$ cat src/eif_pkg.sv
// Purpose: shared constants and types for the ethernet interrupt flag block
// Assumes: 32-bit apb register bus, word aligned registers
// Notes:   offsets are byte addresses
package eif_pkg;
  // register byte offsets
  localparam logic [7:0] OFF_FLAGS     = 8'h00;
  localparam logic [7:0] OFF_FLAGS_CLR = 8'h04;
  localparam logic [7:0] OFF_FLAGS_SET = 8'h08;
  localparam logic [7:0] OFF_FLAGS_INV = 8'h0C;
  localparam logic [7:0] OFF_WMARK     = 8'h10;
  localparam logic [7:0] OFF_CTRL      = 8'h14;
  localparam logic [7:0] OFF_STAT      = 8'h18;
  localparam logic [7:0] OFF_MASK      = 8'h1C;
  localparam logic [7:0] OFF_PEND      = 8'h20;
  // flag bit positions
  localparam int BIT_TXBUS   = 14;
  localparam int BIT_RXBUS   = 13;
  localparam int BIT_EWM     = 9;
  localparam int BIT_FWM     = 8;
  localparam int BIT_RX_DONE_FLAG  = 7;
  localparam int BIT_PACKET_PENDING_FLAG = 6;
  localparam int BIT_RX_ACTIVE_FLAG   = 5;
  localparam int BIT_TX_DONE_FLAG  = 3;
  localparam int BIT_TX_ABORT_FLAG = 2;
  localparam int BIT_RX_BUFFER_UNAVAILABLE_FLAG = 1;
  localparam int BIT_RXOVF   = 0;
  // implemented flag bits; the rest read zero
  localparam logic [31:0] FLAG_MASK   = 32'h0000_63EF;
  localparam logic [31:0] SW_MASK     = 32'h0000_60EF;
  localparam logic [31:0] FLAG_RESET  = 32'h0000_0000;
  // watermark config field positions
  localparam int EWM_LSB = 0;
  localparam int FWM_LSB = 16;
  localparam int CNT_LSB = 16;
  localparam int DEC_BIT = 0;
  localparam int CNT_W   = 8;
  // dma event carrier
  typedef struct packed {
    logic tx_bus_err;
    logic tx_done;
    logic tx_abort;
    logic rx_bus_err;
    logic rx_done;
    logic pkt_pend;
    logic rx_act;
    logic rx_bufna;
    logic rx_ovf;
    logic rx_buf_inc;
  } eif_evt_t;
endpackage

$ cat src/eif_rx_buffer_counter.sv
// Purpose: receive descriptor buffer counter with watermark compares
// Assumes: increment from dma, decrement from software strobe
// Notes:   counter saturates at both ends
`timescale 1ns/1ps
module eif_rx_buffer_counter #(
  parameter int CW = eif_pkg::CNT_W
) (
  input  wire logic          pclk,     // system clock
  input  wire logic          presetn,  // async reset, low
  input  wire logic          inc,      // hardware increment
  input  wire logic          dec,      // software decrement
  input  wire logic [CW-1:0] ewm_thr,  // empty threshold
  input  wire logic [CW-1:0] fwm_thr,  // full threshold
  output logic      [CW-1:0] count,    // current count
  output logic               at_empty, // count <= empty threshold
  output logic               at_full   // count >= full threshold
);
  // refuse counter widths the compare ports cannot serve
  if (CW < 1 || CW > 16)
  begin : g_bad_cw
    $error("eif_rx_buffer_counter: CW out of range");
  end

  // count update, saturating
  always_ff @(posedge pclk or negedge presetn)
  begin
    if (!presetn)
      count <= '0;
    else if (inc && !dec && count != {CW{1'b1}})
      count <= count + CW'(1);
    else if (dec && !inc && count != '0)
      count <= count - CW'(1);
  end

  // watermark compares
  assign at_empty = count <= ewm_thr;
  assign at_full  = count >= fwm_thr;
endmodule

$ cat src/eif_top.sv
// Purpose: ethernet interrupt request flag register with apb access
// Assumes: dma events are single-cycle pulses synchronous to pclk
// Notes:   plain, clear, set and invert alias addresses reach the flags
`timescale 1ns/1ps

// Functional notes
// RULE1: tx dma bus error sets bit 14
// RULE2: rx dma bus error sets bit 13
// RULE3: bus error flags cleared by reset or clear alias
// RULE4: empty watermark set when count at/below threshold
// RULE5: empty watermark clears on hardware count increment
// RULE6: full watermark set when count at/above threshold
// RULE7: decrement control bit lowers count, clears full
// RULE8: software writes ignored on watermark flags
// RULE9: bits 31-15 and 12-10 read zero
// RULE10: tx flags from tx, others from rx
// RULE11: software should use set/clear/invert aliases
// RULE12: remaining flags at bits 7,6,5,3,2,1,0; 4 zero
module eif_top (
  input  wire logic              pclk,    // system clock
  input  wire logic              presetn, // async reset, low
  input  wire logic              psel,    // apb select
  input  wire logic              penable, // apb enable
  input  wire logic              pwrite,  // apb direction
  input  wire logic [7:0]        paddr,   // apb byte address
  input  wire logic [31:0]       pwdata,  // apb write data
  input  wire eif_pkg::eif_evt_t evt,     // dma event pulses
  output logic      [31:0]       prdata,  // apb read data
  output logic                   pready,  // apb ready
  output logic                   pslverr, // apb error
  output logic                   irq      // interrupt level
);
  logic [31:0] flags_r;
  logic [31:0] flags_nxt;
  logic [31:0] mask_r;
  logic [31:0] pend_r;
  logic [7:0]  ewm_thr_r;
  logic [7:0]  fwm_thr_r;
  logic [7:0]  count;
  logic        at_empty;
  logic        at_full;
  logic        ewm_st_r;
  logic        fwm_st_r;
  logic        dec_req;
  logic        setup;
  logic        wr;
  logic        rd;
  logic        mapped;
  logic [31:0] rd_val;
  logic [31:0] hw_set;
  logic [31:0] pend_evt;

  // access phase decode; answers in the first access cycle
  assign setup  = psel && !penable;
  assign wr     = psel && penable && pwrite && pready;
  assign rd     = psel && penable && !pwrite && pready;
  assign mapped = paddr <= eif_pkg::OFF_PEND && paddr[1:0] == 2'b00;
  assign dec_req = wr && paddr == eif_pkg::OFF_CTRL && pwdata[eif_pkg::DEC_BIT]; // RULE7

  // buffer counter and watermark compares
  eif_rx_buffer_counter #(
    .CW(eif_pkg::CNT_W)
  ) u_cnt (
    .pclk     (pclk),
    .presetn  (presetn),
    .inc      (evt.rx_buf_inc),
    .dec      (dec_req),
    .ewm_thr  (ewm_thr_r),
    .fwm_thr  (fwm_thr_r),
    .count    (count),
    .at_empty (at_empty),
    .at_full  (at_full)
  );

  // empty watermark: set on compare, cleared by hardware increment
  always_ff @(posedge pclk or negedge presetn)
  begin
    if (!presetn)
      ewm_st_r <= 1'b0;
    else if (evt.rx_buf_inc)
      ewm_st_r <= 1'b0; // RULE5
    else if (at_empty)
      ewm_st_r <= 1'b1; // RULE4
  end

  // full watermark: set on compare, cleared by decrement strobe
  always_ff @(posedge pclk or negedge presetn)
  begin
    if (!presetn)
      fwm_st_r <= 1'b0;
    else if (dec_req)
      fwm_st_r <= 1'b0; // RULE7
    else if (at_full)
      fwm_st_r <= 1'b1; // RULE6
  end

  // hardware set terms; tx flags only from tx events
  always_comb
  begin
    hw_set = '0;
    hw_set[eif_pkg::BIT_TXBUS]   = evt.tx_bus_err; // RULE1 RULE10
    hw_set[eif_pkg::BIT_TX_DONE_FLAG]  = evt.tx_done;    // RULE10
    hw_set[eif_pkg::BIT_TX_ABORT_FLAG] = evt.tx_abort;   // RULE10
    hw_set[eif_pkg::BIT_RXBUS]   = evt.rx_bus_err; // RULE2
    hw_set[eif_pkg::BIT_RX_DONE_FLAG]  = evt.rx_done;    // RULE12
    hw_set[eif_pkg::BIT_PACKET_PENDING_FLAG] = evt.pkt_pend;   // RULE12
    hw_set[eif_pkg::BIT_RX_ACTIVE_FLAG]   = evt.rx_act;     // RULE12
    hw_set[eif_pkg::BIT_RX_BUFFER_UNAVAILABLE_FLAG] = evt.rx_bufna;   // RULE12
    hw_set[eif_pkg::BIT_RXOVF]   = evt.rx_ovf;     // RULE12
  end

  // software path then hardware set; set wins over clear
  always_comb
  begin
    flags_nxt = flags_r;
    if (wr)
    begin
      unique case (paddr)
        eif_pkg::OFF_FLAGS:
          flags_nxt = (flags_r & ~eif_pkg::SW_MASK) | (pwdata & eif_pkg::SW_MASK);
        eif_pkg::OFF_FLAGS_CLR:
          flags_nxt = flags_r & ~(pwdata & eif_pkg::SW_MASK); // RULE3 RULE8
        eif_pkg::OFF_FLAGS_SET:
          flags_nxt = flags_r | (pwdata & eif_pkg::SW_MASK);
        eif_pkg::OFF_FLAGS_INV:
          flags_nxt = flags_r ^ (pwdata & eif_pkg::SW_MASK);
        default:
          flags_nxt = flags_r;
      endcase
    end
    flags_nxt = (flags_nxt | hw_set) & eif_pkg::SW_MASK; // RULE9
    flags_nxt[eif_pkg::BIT_EWM] = ewm_st_r; // RULE8
    flags_nxt[eif_pkg::BIT_FWM] = fwm_st_r; // RULE8
  end

  // flag register
  always_ff @(posedge pclk or negedge presetn)
  begin
    if (!presetn)
      flags_r <= eif_pkg::FLAG_RESET; // RULE3
    else
      flags_r <= flags_nxt;
  end

  // configuration registers
  always_ff @(posedge pclk or negedge presetn)
  begin
    if (!presetn)
    begin
      ewm_thr_r <= 8'h00;
      fwm_thr_r <= 8'hFF;
      mask_r    <= 32'h0000_0000;
    end
    else if (wr && paddr == eif_pkg::OFF_WMARK)
    begin
      ewm_thr_r <= pwdata[eif_pkg::EWM_LSB +: 8];
      fwm_thr_r <= pwdata[eif_pkg::FWM_LSB +: 8];
    end
    else if (wr && paddr == eif_pkg::OFF_MASK)
      mask_r <= pwdata & eif_pkg::FLAG_MASK;
  end

  // sticky pending: rising flags set, read clears only what it returned, set wins
  assign pend_evt = flags_nxt & ~flags_r;
  always_ff @(posedge pclk or negedge presetn)
  begin
    if (!presetn)
      pend_r <= 32'h0000_0000;
    else if (rd && paddr == eif_pkg::OFF_PEND)
      pend_r <= (pend_r & ~prdata) | pend_evt; // bits raised after the capture survive
    else
      pend_r <= pend_r | pend_evt;
  end

  // interrupt output from a flop
  always_ff @(posedge pclk or negedge presetn)
  begin
    if (!presetn)
      irq <= 1'b0;
    else
      irq <= |(pend_r & mask_r);
  end

  // read mux
  always_comb
  begin
    rd_val = 32'h0000_0000;
    unique case (paddr)
      eif_pkg::OFF_FLAGS, eif_pkg::OFF_FLAGS_CLR, eif_pkg::OFF_FLAGS_SET, eif_pkg::OFF_FLAGS_INV:
        rd_val = flags_r & eif_pkg::FLAG_MASK; // RULE9
      eif_pkg::OFF_WMARK:
        rd_val = {8'h00, fwm_thr_r, 8'h00, ewm_thr_r};
      eif_pkg::OFF_STAT:
        rd_val = {8'h00, count, 16'h0000};
      eif_pkg::OFF_MASK:
        rd_val = mask_r;
      eif_pkg::OFF_PEND:
        rd_val = pend_r;
      default:
        rd_val = 32'h0000_0000;
    endcase
  end

  // apb answer registered in setup cycle, one access cycle
  always_ff @(posedge pclk or negedge presetn)
  begin
    if (!presetn)
    begin
      pready  <= 1'b0;
      pslverr <= 1'b0;
      prdata  <= 32'h0000_0000;
    end
    else
    begin
      pready  <= setup;
      pslverr <= setup && !mapped;
      prdata  <= (setup && !pwrite && mapped) ? rd_val : 32'h0000_0000;
    end
  end

  // assertions: event flags and alias clear
  a_txbus_sets: assert property (@(posedge pclk) disable iff (!presetn) // RULE1
    evt.tx_bus_err |=> flags_r[eif_pkg::BIT_TXBUS])
    else $error("tx bus error flag not set");
  a_rxbus_sets: assert property (@(posedge pclk) disable iff (!presetn) // RULE2
    evt.rx_bus_err |=> flags_r[eif_pkg::BIT_RXBUS])
    else $error("rx bus error flag not set");
  a_clr_alias_clears: assert property (@(posedge pclk) disable iff (!presetn) // RULE3
    wr && paddr == eif_pkg::OFF_FLAGS_CLR && pwdata[eif_pkg::BIT_TXBUS] && !evt.tx_bus_err
    |=> !flags_r[eif_pkg::BIT_TXBUS])
    else $error("clear alias did not clear tx bus error");
  a_hw_set_wins: assert property (@(posedge pclk) disable iff (!presetn) // RULE10
    hw_set != 32'h0000_0000 |=> (flags_r & $past(hw_set)) == $past(hw_set))
    else $error("dma event lost against software write");

  // watermark flags follow the counter only
  a_ewm_follows: assert property (@(posedge pclk) disable iff (!presetn) // RULE4
    at_empty && !evt.rx_buf_inc |=> ##1 flags_r[eif_pkg::BIT_EWM])
    else $error("empty watermark not set");
  a_ewm_inc_clr: assert property (@(posedge pclk) disable iff (!presetn) // RULE5
    evt.rx_buf_inc |=> !ewm_st_r)
    else $error("empty watermark not cleared by increment");
  a_fwm_follows: assert property (@(posedge pclk) disable iff (!presetn) // RULE6
    at_full && !dec_req |=> ##1 flags_r[eif_pkg::BIT_FWM])
    else $error("full watermark not set");
  a_dec_clears: assert property (@(posedge pclk) disable iff (!presetn) // RULE7
    dec_req |=> !fwm_st_r)
    else $error("decrement did not clear full watermark");
  a_dec_lowers: assert property (@(posedge pclk) disable iff (!presetn) // RULE7
    dec_req && !evt.rx_buf_inc && count != 8'h00 |=> count == $past(count) - 8'h01)
    else $error("decrement did not lower the buffer count");
  a_inc_raises: assert property (@(posedge pclk) disable iff (!presetn)
    evt.rx_buf_inc && !dec_req && count != 8'hFF |=> count == $past(count) + 8'h01)
    else $error("increment did not raise the buffer count");
  a_wm_sw_ignore: assert property (@(posedge pclk) disable iff (!presetn) // RULE8
    flags_r[eif_pkg::BIT_FWM] == $past(fwm_st_r))
    else $error("full watermark not following counter state");
  a_ewm_sw_ignore: assert property (@(posedge pclk) disable iff (!presetn) // RULE8
    flags_r[eif_pkg::BIT_EWM] == $past(ewm_st_r))
    else $error("empty watermark not following counter state");

  // unimplemented bits stay zero
  a_unimpl_zero: assert property (@(posedge pclk) disable iff (!presetn) // RULE9
    pready && !pwrite && paddr == eif_pkg::OFF_FLAGS |-> (prdata & ~eif_pkg::FLAG_MASK) == 32'h0)
    else $error("unimplemented bits read nonzero");
  a_rsvd_flags: assert property (@(posedge pclk) disable iff (!presetn) // RULE9
    (flags_r & ~eif_pkg::FLAG_MASK) == 32'h0000_0000)
    else $error("unimplemented flag bit set");
  a_bit4_zero: assert property (@(posedge pclk) disable iff (!presetn) // RULE12
    !flags_r[4] && !flags_r[12])
    else $error("reserved flag bit set");

  // apb answer shape
  a_ready_pulse: assert property (@(posedge pclk) disable iff (!presetn)
    pready |=> !pready)
    else $error("pready held longer than one cycle");
  a_err_unmapped: assert property (@(posedge pclk) disable iff (!presetn)
    setup && !mapped |=> pready && pslverr)
    else $error("refused access not flagged");
  a_err_no_data: assert property (@(posedge pclk) disable iff (!presetn)
    pslverr |-> prdata == 32'h0000_0000)
    else $error("refused access returned data");

  // pending register and interrupt level
  a_pend_set_wins: assert property (@(posedge pclk) disable iff (!presetn)
    pend_evt != 32'h0000_0000 |=> (pend_r & $past(pend_evt)) == $past(pend_evt))
    else $error("rising flag missing from pending");
  a_pend_read_clr: assert property (@(posedge pclk) disable iff (!presetn)
    rd && paddr == eif_pkg::OFF_PEND && pend_evt == 32'h0000_0000 |=> (pend_r & $past(prdata)) == 32'h0000_0000)
    else $error("pending read did not clear returned bits");
  a_irq_raise: assert property (@(posedge pclk) disable iff (!presetn)
    (|(pend_r & mask_r)) |=> irq)
    else $error("irq low with unmasked pending bit");
  a_irq_drop: assert property (@(posedge pclk) disable iff (!presetn)
    !(|(pend_r & mask_r)) |=> !irq)
    else $error("irq high with nothing pending");

  // main scenarios reached
  c_txbus: cover property (@(posedge pclk) evt.tx_bus_err ##1 wr && paddr == eif_pkg::OFF_FLAGS_CLR);
  c_full_dec: cover property (@(posedge pclk) fwm_st_r ##[1:20] dec_req);
  c_irq: cover property (@(posedge pclk) irq ##[1:10] rd && paddr == eif_pkg::OFF_PEND);
  c_ewm_inc: cover property (@(posedge pclk) ewm_st_r ##1 evt.rx_buf_inc);
  c_refused: cover property (@(posedge pclk) pready && pslverr);
endmodule

$ cat config.mk
export PLATFORM = sky130hd
export DESIGN_NAME = eif_top
export DESIGN_NICKNAME = d
export VERILOG_FILES = /design/src/eif_pkg.sv /design/src/eif_rx_buffer_counter.sv /design/src/eif_top.sv
export SDC_FILE = /design/constraint.sdc
export NUM_CORES = 1
export LEC_CHECK = 0
export ABC_CLOCK_PERIOD_IN_PS = 7900
export BUFFER_PORTS_ARGS = -buffer_cell sky130_fd_sc_hd__buf_4
export CAP_MARGIN = 10
export CORE_ASPECT_RATIO = 0.75
export CORE_UTILIZATION = 60
export DETAILED_ROUTE_END_ITERATION = 10
export GPL_ROUTABILITY_DRIVEN = 0
export PLACE_DENSITY = 0.9
export SLEW_MARGIN = 20
export SYNTH_ARGS = -nofsm -noshare
export SYNTH_HDL_FRONTEND = slang
export SYNTH_SLANG_ARGS = --single-unit
$ cat constraint.sdc
create_clock -name pclk -period 7.9 [get_ports pclk]
set_clock_uncertainty 0.1 [all_clocks]
set_input_delay 1.975 -clock pclk [delete_from_list [all_inputs] [get_ports pclk]]
set_output_delay 1.975 -clock pclk [all_outputs]
set_load 0.01 [all_outputs]
==> impl_metrics.ini, run 1 <==
[logic_synthesis]
synth_ff_type = dfrtp_1
syn-cell-area_sq_mm = 0.00569
synth_seq_area_share = 0.507
synth_enable_flop_cells = 0
synth.distinct_cells = 55
syn_nets = 622
yosysWarnings = 0
ys_async_sr_fraction = 1.00
yosys.area.top_type_share = 0.471
ys_seq_elements = 115
yosys.area.top_type = dfrtp_1
avgSynthCellArea_sq_um = 10.8
synth_area_leaders = dfrtp_1, ha_1, dfstp_2
synth_cells = 526

[global_routing]
overflow = 0
grt_pass1_vias = 4769
gr-usage-all-layers = 0.331
antenna_found_initial = 0
grt_start_max_net_pins = 62
grt_pass1_wl_mm = 24.1

[final_layout]
diodes = 0
area_delta_synth_final_pct = 23.5
multi_input_area_sq_mm = 0.00254
mostFrequentLayoutCells = dfrtp_1, buf_4, inv_1, nand2_1, o21ai_0
n_fill_cell = 550
mostFrequentLayoutCell = dfrtp_1
drive_above_1_share = 0.244
layout.nets = 702
layout.area.seq_sq_mm = 0.00289

[worst_setup_path]
worstSetupPathType = in -> reg
required_ns = 8.13
r2r_cells = 10
r2r-end = u_cnt.count[7]
slowest_stage = or4b_1
r2r-start = pready
cp_max_fo = 8
path_cells = buf_4, or4b_1, nor4_4, nor2_2, inv_1, ha_1, a211oi_1, o311ai_0, o31ai_1, mux2i_1, xnor2_1
reg2reg_slack_ns = 4.73
startpoint = paddr[5]
start_kind = input port
timing.critical_path.slowest_cell_delay_ns = 0.73
crit_arrival_ns = 5.16
cp-end-kind = flip-flop

[run_status]
status = finished, final reports clean

[drt]
num_vias = 4714
drtPass1Iterations = 6
ant_nets = 0
first_iter_violations = 586
drcViolationCount = 0
wl_per_cell_um = 20.0
routed_wirelength_mm = 15.0
drt-vias-per-instance = 6.31

[floorplanning]
start_util = 0.624
die_h_um = 86.3
io_pins = 90
core_sq_mm = 0.00912
num_rows = 30
die_w_um = 114
die_area_sq_mm = 0.00988

[cts]
clockBufferDepth = 2
cts_buffers = 17
cts-root-buf = clkbuf_16
cts.sinks = 115
post_cts_buffers = 0
cts-hold-fix-buffers = 0
clock_latency_ns = 0.42
ctsResizeCount = 0
clk_pin_slew_ns = 0.05
htreeDepth = 4
cts_tree = built

[sta]
hold_violations = 0
setup_viol = 0
slew_viol_final = 0
fin_setup_tns_ns = 0
fmax_mhz = 203
fin_crit_ns = 4.92
finalCritPeriodShare = 0.623
tightest_slew_ns = 1.08
grt_setup_unrepaired = false
slew_headroom = 0.272

[worst_hold_path]
whs_endpoint = pend_r[24]
holdPathStages = 1
worstHoldPathType = reg -> reg
hp-start = prdata[24]

[pwr]
finalPower_w = 0.00178
peakVddDrop_v = 0.000173
p_leak_nw = 3.41
power_density_mw_per_mm2 = 254

[place]
dp_hpwl_mm = 9.60
numPortBuffers = 77

[flow_run]
cap_violations = 0
worst max-delay path, delay by kind of cell:
family | cells | cell delay [ns]
AND/OR/NAND/NOR | 3 | 1.27
buffers and inverters | 2 | 0.37
AO/OA/AOI/OAI | 3 | 0.89
adder cells (fa/ha/maj) | 1 | 0.28
multiplexers | 1 | 0.22
XOR/XNOR | 1 | 0.15
flip-flops by register name, summed over array words and instances, names as in the netlist:
name         cells
ewm_st_r         1
flags_r         11
irq              1
fwm_st_r         1
ewm_thr_r        8
prdata          32
pend_r          32
u_cnt.count      8
fwm_thr_r        8
pslverr          1
pready           1
mask_r          11
Yosys cell counts (2+ instances only):
master / count
o2bb2ai_1: 9
nor4_1: 3
nand3_1: 3
a21o_1: 4
dfstp_2: 8
a21oi_1: 23
mux4_2: 9
nand4_1: 4
nor3_1: 6
clkbuf_1: 20
a22o_1: 4
and3_1: 13
a211oi_1: 3
a22oi_1: 11
inv_1: 47
a222oi_1: 12
ha_1: 40
or2_2: 3
nand2_1: 45
dfrtp_1: 107
o21ai_0: 42
xnor2_1: 5
nor2_1: 34
o22ai_1: 2
nand2b_1: 4
xor2_1: 2
nor2b_1: 4
a21boi_0: 21
o21a_1: 3
mux2_4: 6
mux2_2: 4
buf_2: 2
cells by family (layout without fill, tap and decap cells):
logic type / count (synthesis) / after routing / synth area share
AO/OA/AOI/OAI: 141 / 141 / 0.166
XOR/XNOR: 7 / 7 / 0.0108
adder cells (fa/ha/maj): 41 / 41 / 0.0915
buffers and inverters: 71 / 164 / 0.0486
flip-flops: 115 / 115 / 0.507
multiplexers: 20 / 20 / 0.0611
AND/OR/NAND/NOR: 131 / 131 / 0.114
worst max-delay path by stage:
stage / to
finish: u_cnt.count[7]
detailed placement: u_cnt.count[7]
floorplan: u_cnt.count[7]
global placement: u_cnt.count[7]
global route: u_cnt.count[7]
CTS: u_cnt.count[7]
power by group:
part,switching (W),internal [W]
logic,0.000144,0.000151
registers,0.0000595,0.000619
clock network,0.000266,0.000542
layout make-up:
class                   instances  area share
clock buffers                  22      0.0661
clock inverters                10      0.0223
well taps                     128      0.0228
inverters                      47      0.0251
flip-flops and latches        115       0.411
repair buffers                 85      0.0908
multi-input cells             340       0.362
through the flow:
stage / area [sq um] / instances / worst slack (ns) / util / hold WS (ns)
finish: 7030 / 747 / 2.98 / 0.770 / 0.353
global route: 7030 / 747 / 2.80 / 0.770 / 0.376
CTS: 7030 / 747 / 3.07 / 0.770 / 0.353
detailed placement: 6400 / 715 / 2.63 / 0.702 / 0.341
global placement: 6400 / 715 / 2.78 / 0.702 / 0.335
floorplan: 5690 / 526 / 3.26 / - / 0.276
routing by layer:
metal  vias to the layer above  GRT usage  share of wire
li1                       2033          -              -
met3                        61      0.105           0.10
met2                       330      0.523           0.48
met1                      2290      0.414           0.38
met4                         0      0.168          0.036
met5                         -          0              0
Note: power is estimated with default switching activity, not from simulation.
==> run 2, diff against run 1 <==
--- a/config.mk
+++ b/config.mk
@@ -5,14 +5,14 @@
 export SDC_FILE = /design/constraint.sdc
 export NUM_CORES = 1
 export LEC_CHECK = 0
-export ABC_CLOCK_PERIOD_IN_PS = 7900
+export ABC_CLOCK_PERIOD_IN_PS = 4500
 export BUFFER_PORTS_ARGS = -buffer_cell sky130_fd_sc_hd__buf_4
 export CAP_MARGIN = 10
 export CORE_ASPECT_RATIO = 0.75
-export CORE_UTILIZATION = 60
+export CORE_UTILIZATION = 51
 export DETAILED_ROUTE_END_ITERATION = 10
 export GPL_ROUTABILITY_DRIVEN = 0
-export PLACE_DENSITY = 0.9
+export PLACE_DENSITY = 0.82
 export SLEW_MARGIN = 20
 export SYNTH_ARGS = -nofsm -noshare
 export SYNTH_HDL_FRONTEND = slang
==> constraint.sdc (replaced) <==
create_clock -name pclk -period 4.5 [get_ports pclk]
set_clock_uncertainty 0.1 [all_clocks]
set_input_delay 1.125 -clock pclk [delete_from_list [all_inputs] [get_ports pclk]]
set_output_delay 1.125 -clock pclk [all_outputs]
set_load 0.01 [all_outputs]
==> run 2 against run 1 <==
The run now ends with DRC left; sequential share of layout area shrank 0.45 points; register-to-register slack got worse by 3.5 ns; count of clock-buffer cells in the layout is 2 higher; flip-flop and latch count is the same; worst hold slack improved by 0.0030 ns; first-iteration DRC count fell by 27%; via count fell by 5.2%; wire length is 5.3% lower; cell count grew 2.4%; die area increased by 17%; combinational power up 71%; critical path depth did not move; critical path type unchanged; critical endpoint unchanged.
==> impl_metrics.ini, run 2 (same netlist as run 1, synthesis figures left out) <==
[place]
dp_cells = 733
numPortBuffers = 77
dp_hpwl_mm = 9.90

[run_status]
violations = DRC
status = complete, but fails checks

[final_layout]
top_regs = pend_r x32, prdata x32
drive_above_1_share = 0.251
layout.nets = 708
area_delta_synth_final_pct = 24.8
n_fill_cell = 817
fin_cells = 765
diodes = 0
mostFrequentLayoutCell = dfrtp_1
mostFrequentLayoutCells = dfrtp_1, buf_4, inv_1, nand2_1, o21ai_0

[sta]
fin_crit_ns = 3.97
setup_viol = 0
fin_setup_tns_ns = 0
slew_viol_final = 0
hold_violations = 0
grt_setup_unrepaired = false
fmax_mhz = 252
tightest_slew_ns = 1.02
slew_headroom = 0.317
finalCritPeriodShare = 0.881

[floorplanning]
die_w_um = 124
start_util = 0.522
io_pins = 90
die_area_sq_mm = 0.0116
core_sq_mm = 0.0109
num_rows = 33
die_h_um = 93.5

[worst_setup_path]
required_ns = 4.73
worstSetupPathType = in -> reg
start_kind = input port
crit_arrival_ns = 4.20
cp-end-kind = flip-flop
cp_max_fo = 7

[cts]
cts.sinks = 115
cts_buffers = 17
ctsResizeCount = 0
clock_latency_ns = 0.42
htreeDepth = 4
cts-root-buf = clkbuf_16
clk_pin_slew_ns = 0.05
cts_tree = built
cts-hold-fix-buffers = 0
post_cts_buffers = 0
clockBufferDepth = 2

[drt]
drtPass1Iterations = 9
drcViolationCount = 2
drt-vias-per-instance = 5.84
num_vias = 4469
ant_nets = 0
first_iter_violations = 426
wl_per_cell_um = 18.5
routed_wirelength_mm = 14.2

[global_routing]
grt_start_max_net_pins = 59
grt_pass1_vias = 4655
grt_pass1_wl_mm = 22.9
antenna_found_initial = 0
gr-usage-all-layers = 0.264
overflow = 0

[flow_run]
cap_violations = 0

[pwr]
peakVddDrop_v = 0.000301
power_density_mw_per_mm2 = 441
p_leak_nw = 3.45

[worst_hold_path]
worstHoldPathType = reg -> reg
[run 2: report_power, final]
part / leakage, nW / internal [W] / switching, W / total [W]
Combinational: 1.70 / 0.000266 / 0.000240 / 0.000505
Clock: 0.311 / 0.000985 / 0.000458 / 0.00144
Sequential: 1.44 / 0.00109 / 0.0000982 / 0.00118
[run 2: layer usage]
metal  up-vias  routed length [um]  GRT usage
li1       2041                   -          -
met1      2199                6070      0.346
met2       197                6840      0.418
met3        32                1030     0.0665
met4         0                 240      0.106
met5         -                   0          0
[run 2: worst paths after layout]
check	startpoint	to	slack, ns	cells past startpoint
worst max-delay path	paddr[5]	u_cnt.count[7]	0.53	11
worst min-delay path	prdata[29]	pend_r[29]	0.36	1
worst max register to register	pready	u_cnt.count[7]	1.26	10
worst min register to register	prdata[29]	pend_r[29]	0.36	1
max in group asynchronous	presetn	fwm_thr_r[1]	2.75	2
min in group asynchronous	presetn	irq	0.65	1
[run 2: worst max-delay path, cell delays in order]
cell and delay, ns:
buf_4 0.13, or4b_1 0.59, nor4_4 0.38, nor2_2 0.09, inv_1 0.21, ha_1 0.31
a211oi_1 0.29, o311ai_0 0.28, o31ai_1 0.34, mux2i_1 0.29, xnor2_1 0.15
[run 2: layout make-up]
type,instances,area (sq um),area share
flip-flops and latches,115,2890,0.407
multi-input cells,340,2540,0.358
repair buffers,91,683,0.0962
clock buffers,24,492,0.0692
inverters,47,176,0.0248
well taps,140,175,0.0247
clock inverters,8,146,0.0206
[run 2: through the flow]
step	setup slack (ns)	instance area [sq um]	hold slack, ns	utilization	power [W]
after CTS	0.576	7100	0.361	0.652	0.00315
after floorplan	0.706	5690	0.276	-	0.00153
after global routing	0.398	7100	0.381	0.652	0.00326
after detailed placement	0.282	6460	0.346	0.593	0.00169
final	0.534	7100	0.356	0.652	0.00313
after global placement	0.385	6460	0.341	0.593	0.00166
==> run 3, diff against run 2 <==
--- a/config.mk
+++ b/config.mk
@@ -6,13 +6,13 @@
 export NUM_CORES = 1
 export LEC_CHECK = 0
 export ABC_CLOCK_PERIOD_IN_PS = 4500
-export BUFFER_PORTS_ARGS = -buffer_cell sky130_fd_sc_hd__buf_4
 export CAP_MARGIN = 10
 export CORE_ASPECT_RATIO = 0.75
-export CORE_UTILIZATION = 51
+export CORE_UTILIZATION = 57
 export DETAILED_ROUTE_END_ITERATION = 10
+export DONT_BUFFER_PORTS = 1
 export GPL_ROUTABILITY_DRIVEN = 0
-export PLACE_DENSITY = 0.82
+export PLACE_DENSITY = 0.81
 export SLEW_MARGIN = 20
 export SYNTH_ARGS = -nofsm -noshare
 export SYNTH_HDL_FRONTEND = slang
==> run 3 against run 2 <==
The run now ends clean; sequential share of layout area increased by 3.7 points; flip-flop and latch count stayed put; cell count decreased by 12%; core utilization rose by 2.2 points; critical path type unchanged; first-iteration DRC count decreased by 7.5%; worst hold slack lost 0.059 ns; setup slack improved by 0.18 ns; global-route usage grew 1.6 points; combinational power decreased by 9.1%; register-to-register slack improved by 0.02 ns; sequential power about the same; critical path depth shrank 1.
==> impl_metrics.ini, run 3 (same netlist as run 1, synthesis figures left out) <==
[run_status]
status = finished, final reports clean

[cts]
cts-root-buf = clkbuf_16
ctsResizeCount = 0
cts_tree = built
cts.sinks = 115
post_cts_buffers = 0
cts_buffers = 17
clock_latency_ns = 0.42
clk_pin_slew_ns = 0.06
cts-hold-fix-buffers = 0
htreeDepth = 4
clockBufferDepth = 2

[global_routing]
overflow = 0
grt_start_max_net_pins = 116
grt_pass1_wl_mm = 22.2
grt_pass1_vias = 4380
antenna_found_initial = 0
gr-usage-all-layers = 0.280

[worst_setup_path]
cp_max_fo = 7
worstSetupPathType = in -> reg
cp-end-kind = flip-flop
crit_arrival_ns = 4.02
start_kind = input port
reg2reg_slack_ns = 1.28
r2r_cells = 10
required_ns = 4.74

[flow_run]
cap_violations = 0

[drt]
wl_per_cell_um = 20.5
num_vias = 4271
routed_wirelength_mm = 13.8
drtPass1Iterations = 5
drt-vias-per-instance = 6.33
drcViolationCount = 0
ant_nets = 0
first_iter_violations = 394

[sta]
setup_viol = 0
fin_setup_tns_ns = 0
fin_crit_ns = 3.78
fmax_mhz = 264
setup_slack_ns = 0.717
slew_viol_final = 0
hold-worst-slack_ns = 0.297
slew_headroom = 0.292
grt_setup_unrepaired = false
finalCritPeriodShare = 0.841
hold_violations = 0
tightest_slew_ns = 1.06

[final_layout]
drive_above_1_share = 0.144
layout.area.seq_sq_mm = 0.00289
area_delta_synth_final_pct = 14.3
mostFrequentLayoutCell = dfrtp_1
mostFrequentLayoutCells = dfrtp_1, inv_1, nand2_1, o21ai_0, ha_1
diodes = 0
layout.nets = 626
top_regs = pend_r x32, prdata x32
fin_cells = 675
multi_input_area_sq_mm = 0.00254
n_fill_cell = 652

[floorplanning]
die_w_um = 117
die_h_um = 88.5
io_pins = 90
core_sq_mm = 0.00966
die_area_sq_mm = 0.0104
start_util = 0.589
num_rows = 31

[pwr]
power_density_mw_per_mm2 = 489
p_leak_nw = 3.04
peakVddDrop_v = 0.000280

[place]
dp_hpwl_mm = 9.00
numPortBuffers = 0
pre_cts_slack_ns = 0.378
dp_cells = 643

[worst_hold_path]
worstHoldPathType = in -> async
==> run 3: changes by cell type in the layout (fill, tap and decap cells not counted), sizes merged <==
cell      delta
clkinv       -1
clkbuf       -7
bufinv       +1
inv          +8
clkinvlp     -1
buf         -82
==> run 3: power by group <==
part	internal, W	switching (W)
Sequential	0.00109	0.000111
Clock	0.00100	0.000529
Combinational	0.000244	0.000215
==> run 3: worst paths after layout <==
check                           startpoint              to
worst max-delay path              paddr[5]  u_cnt.count[7]
worst min-delay path               presetn      pend_r[26]
worst max register to register      pready  u_cnt.count[7]
worst min register to register    ewm_st_r      flags_r[9]
max in group asynchronous          presetn    fwm_thr_r[0]
min in group pclk                 ewm_st_r      flags_r[9]
==> run 3: per-layer routing <==
layer | GRT usage | up-vias | wire [um]
li1 | - | 1886 | -
met1 | 0.334 | 2149 | 5560
met2 | 0.467 | 207 | 6810
met3 | 0.0928 | 29 | 1160
met4 | 0.132 | 0 | 295
met5 | 0 | - | 0
==> run 3: metrics by stage <==
step                area (sq um)  power [W]  utilization
global placement            5840    0.00161        0.605
finish                      6500    0.00318        0.674
floorplan                   5690    0.00153            -
CTS                         6500    0.00318        0.674
detailed placement          5840    0.00164        0.605
global route                6500    0.00329        0.674
==> run 3: final cells by class <==
class | count | area share
Sequential cell | 115 | 0.444
Inverter | 47 | 0.0271
Timing Repair Buffer | 9 | 0.0104
Multi-Input combinational cell | 340 | 0.391
Tap cell | 132 | 0.0254
Clock inverter | 15 | 0.0369
Clock buffer | 17 | 0.0654
==> run 3: worst max-delay path: stages <==
cell and delay, ns:
or4b_1 0.60, nor4_4 0.41, nor2_2 0.09, inv_1 0.23
ha_1 0.30, a211oi_1 0.28, o311ai_0 0.26, o31ai_1 0.34
mux2i_1 0.26, xnor2_1 0.13
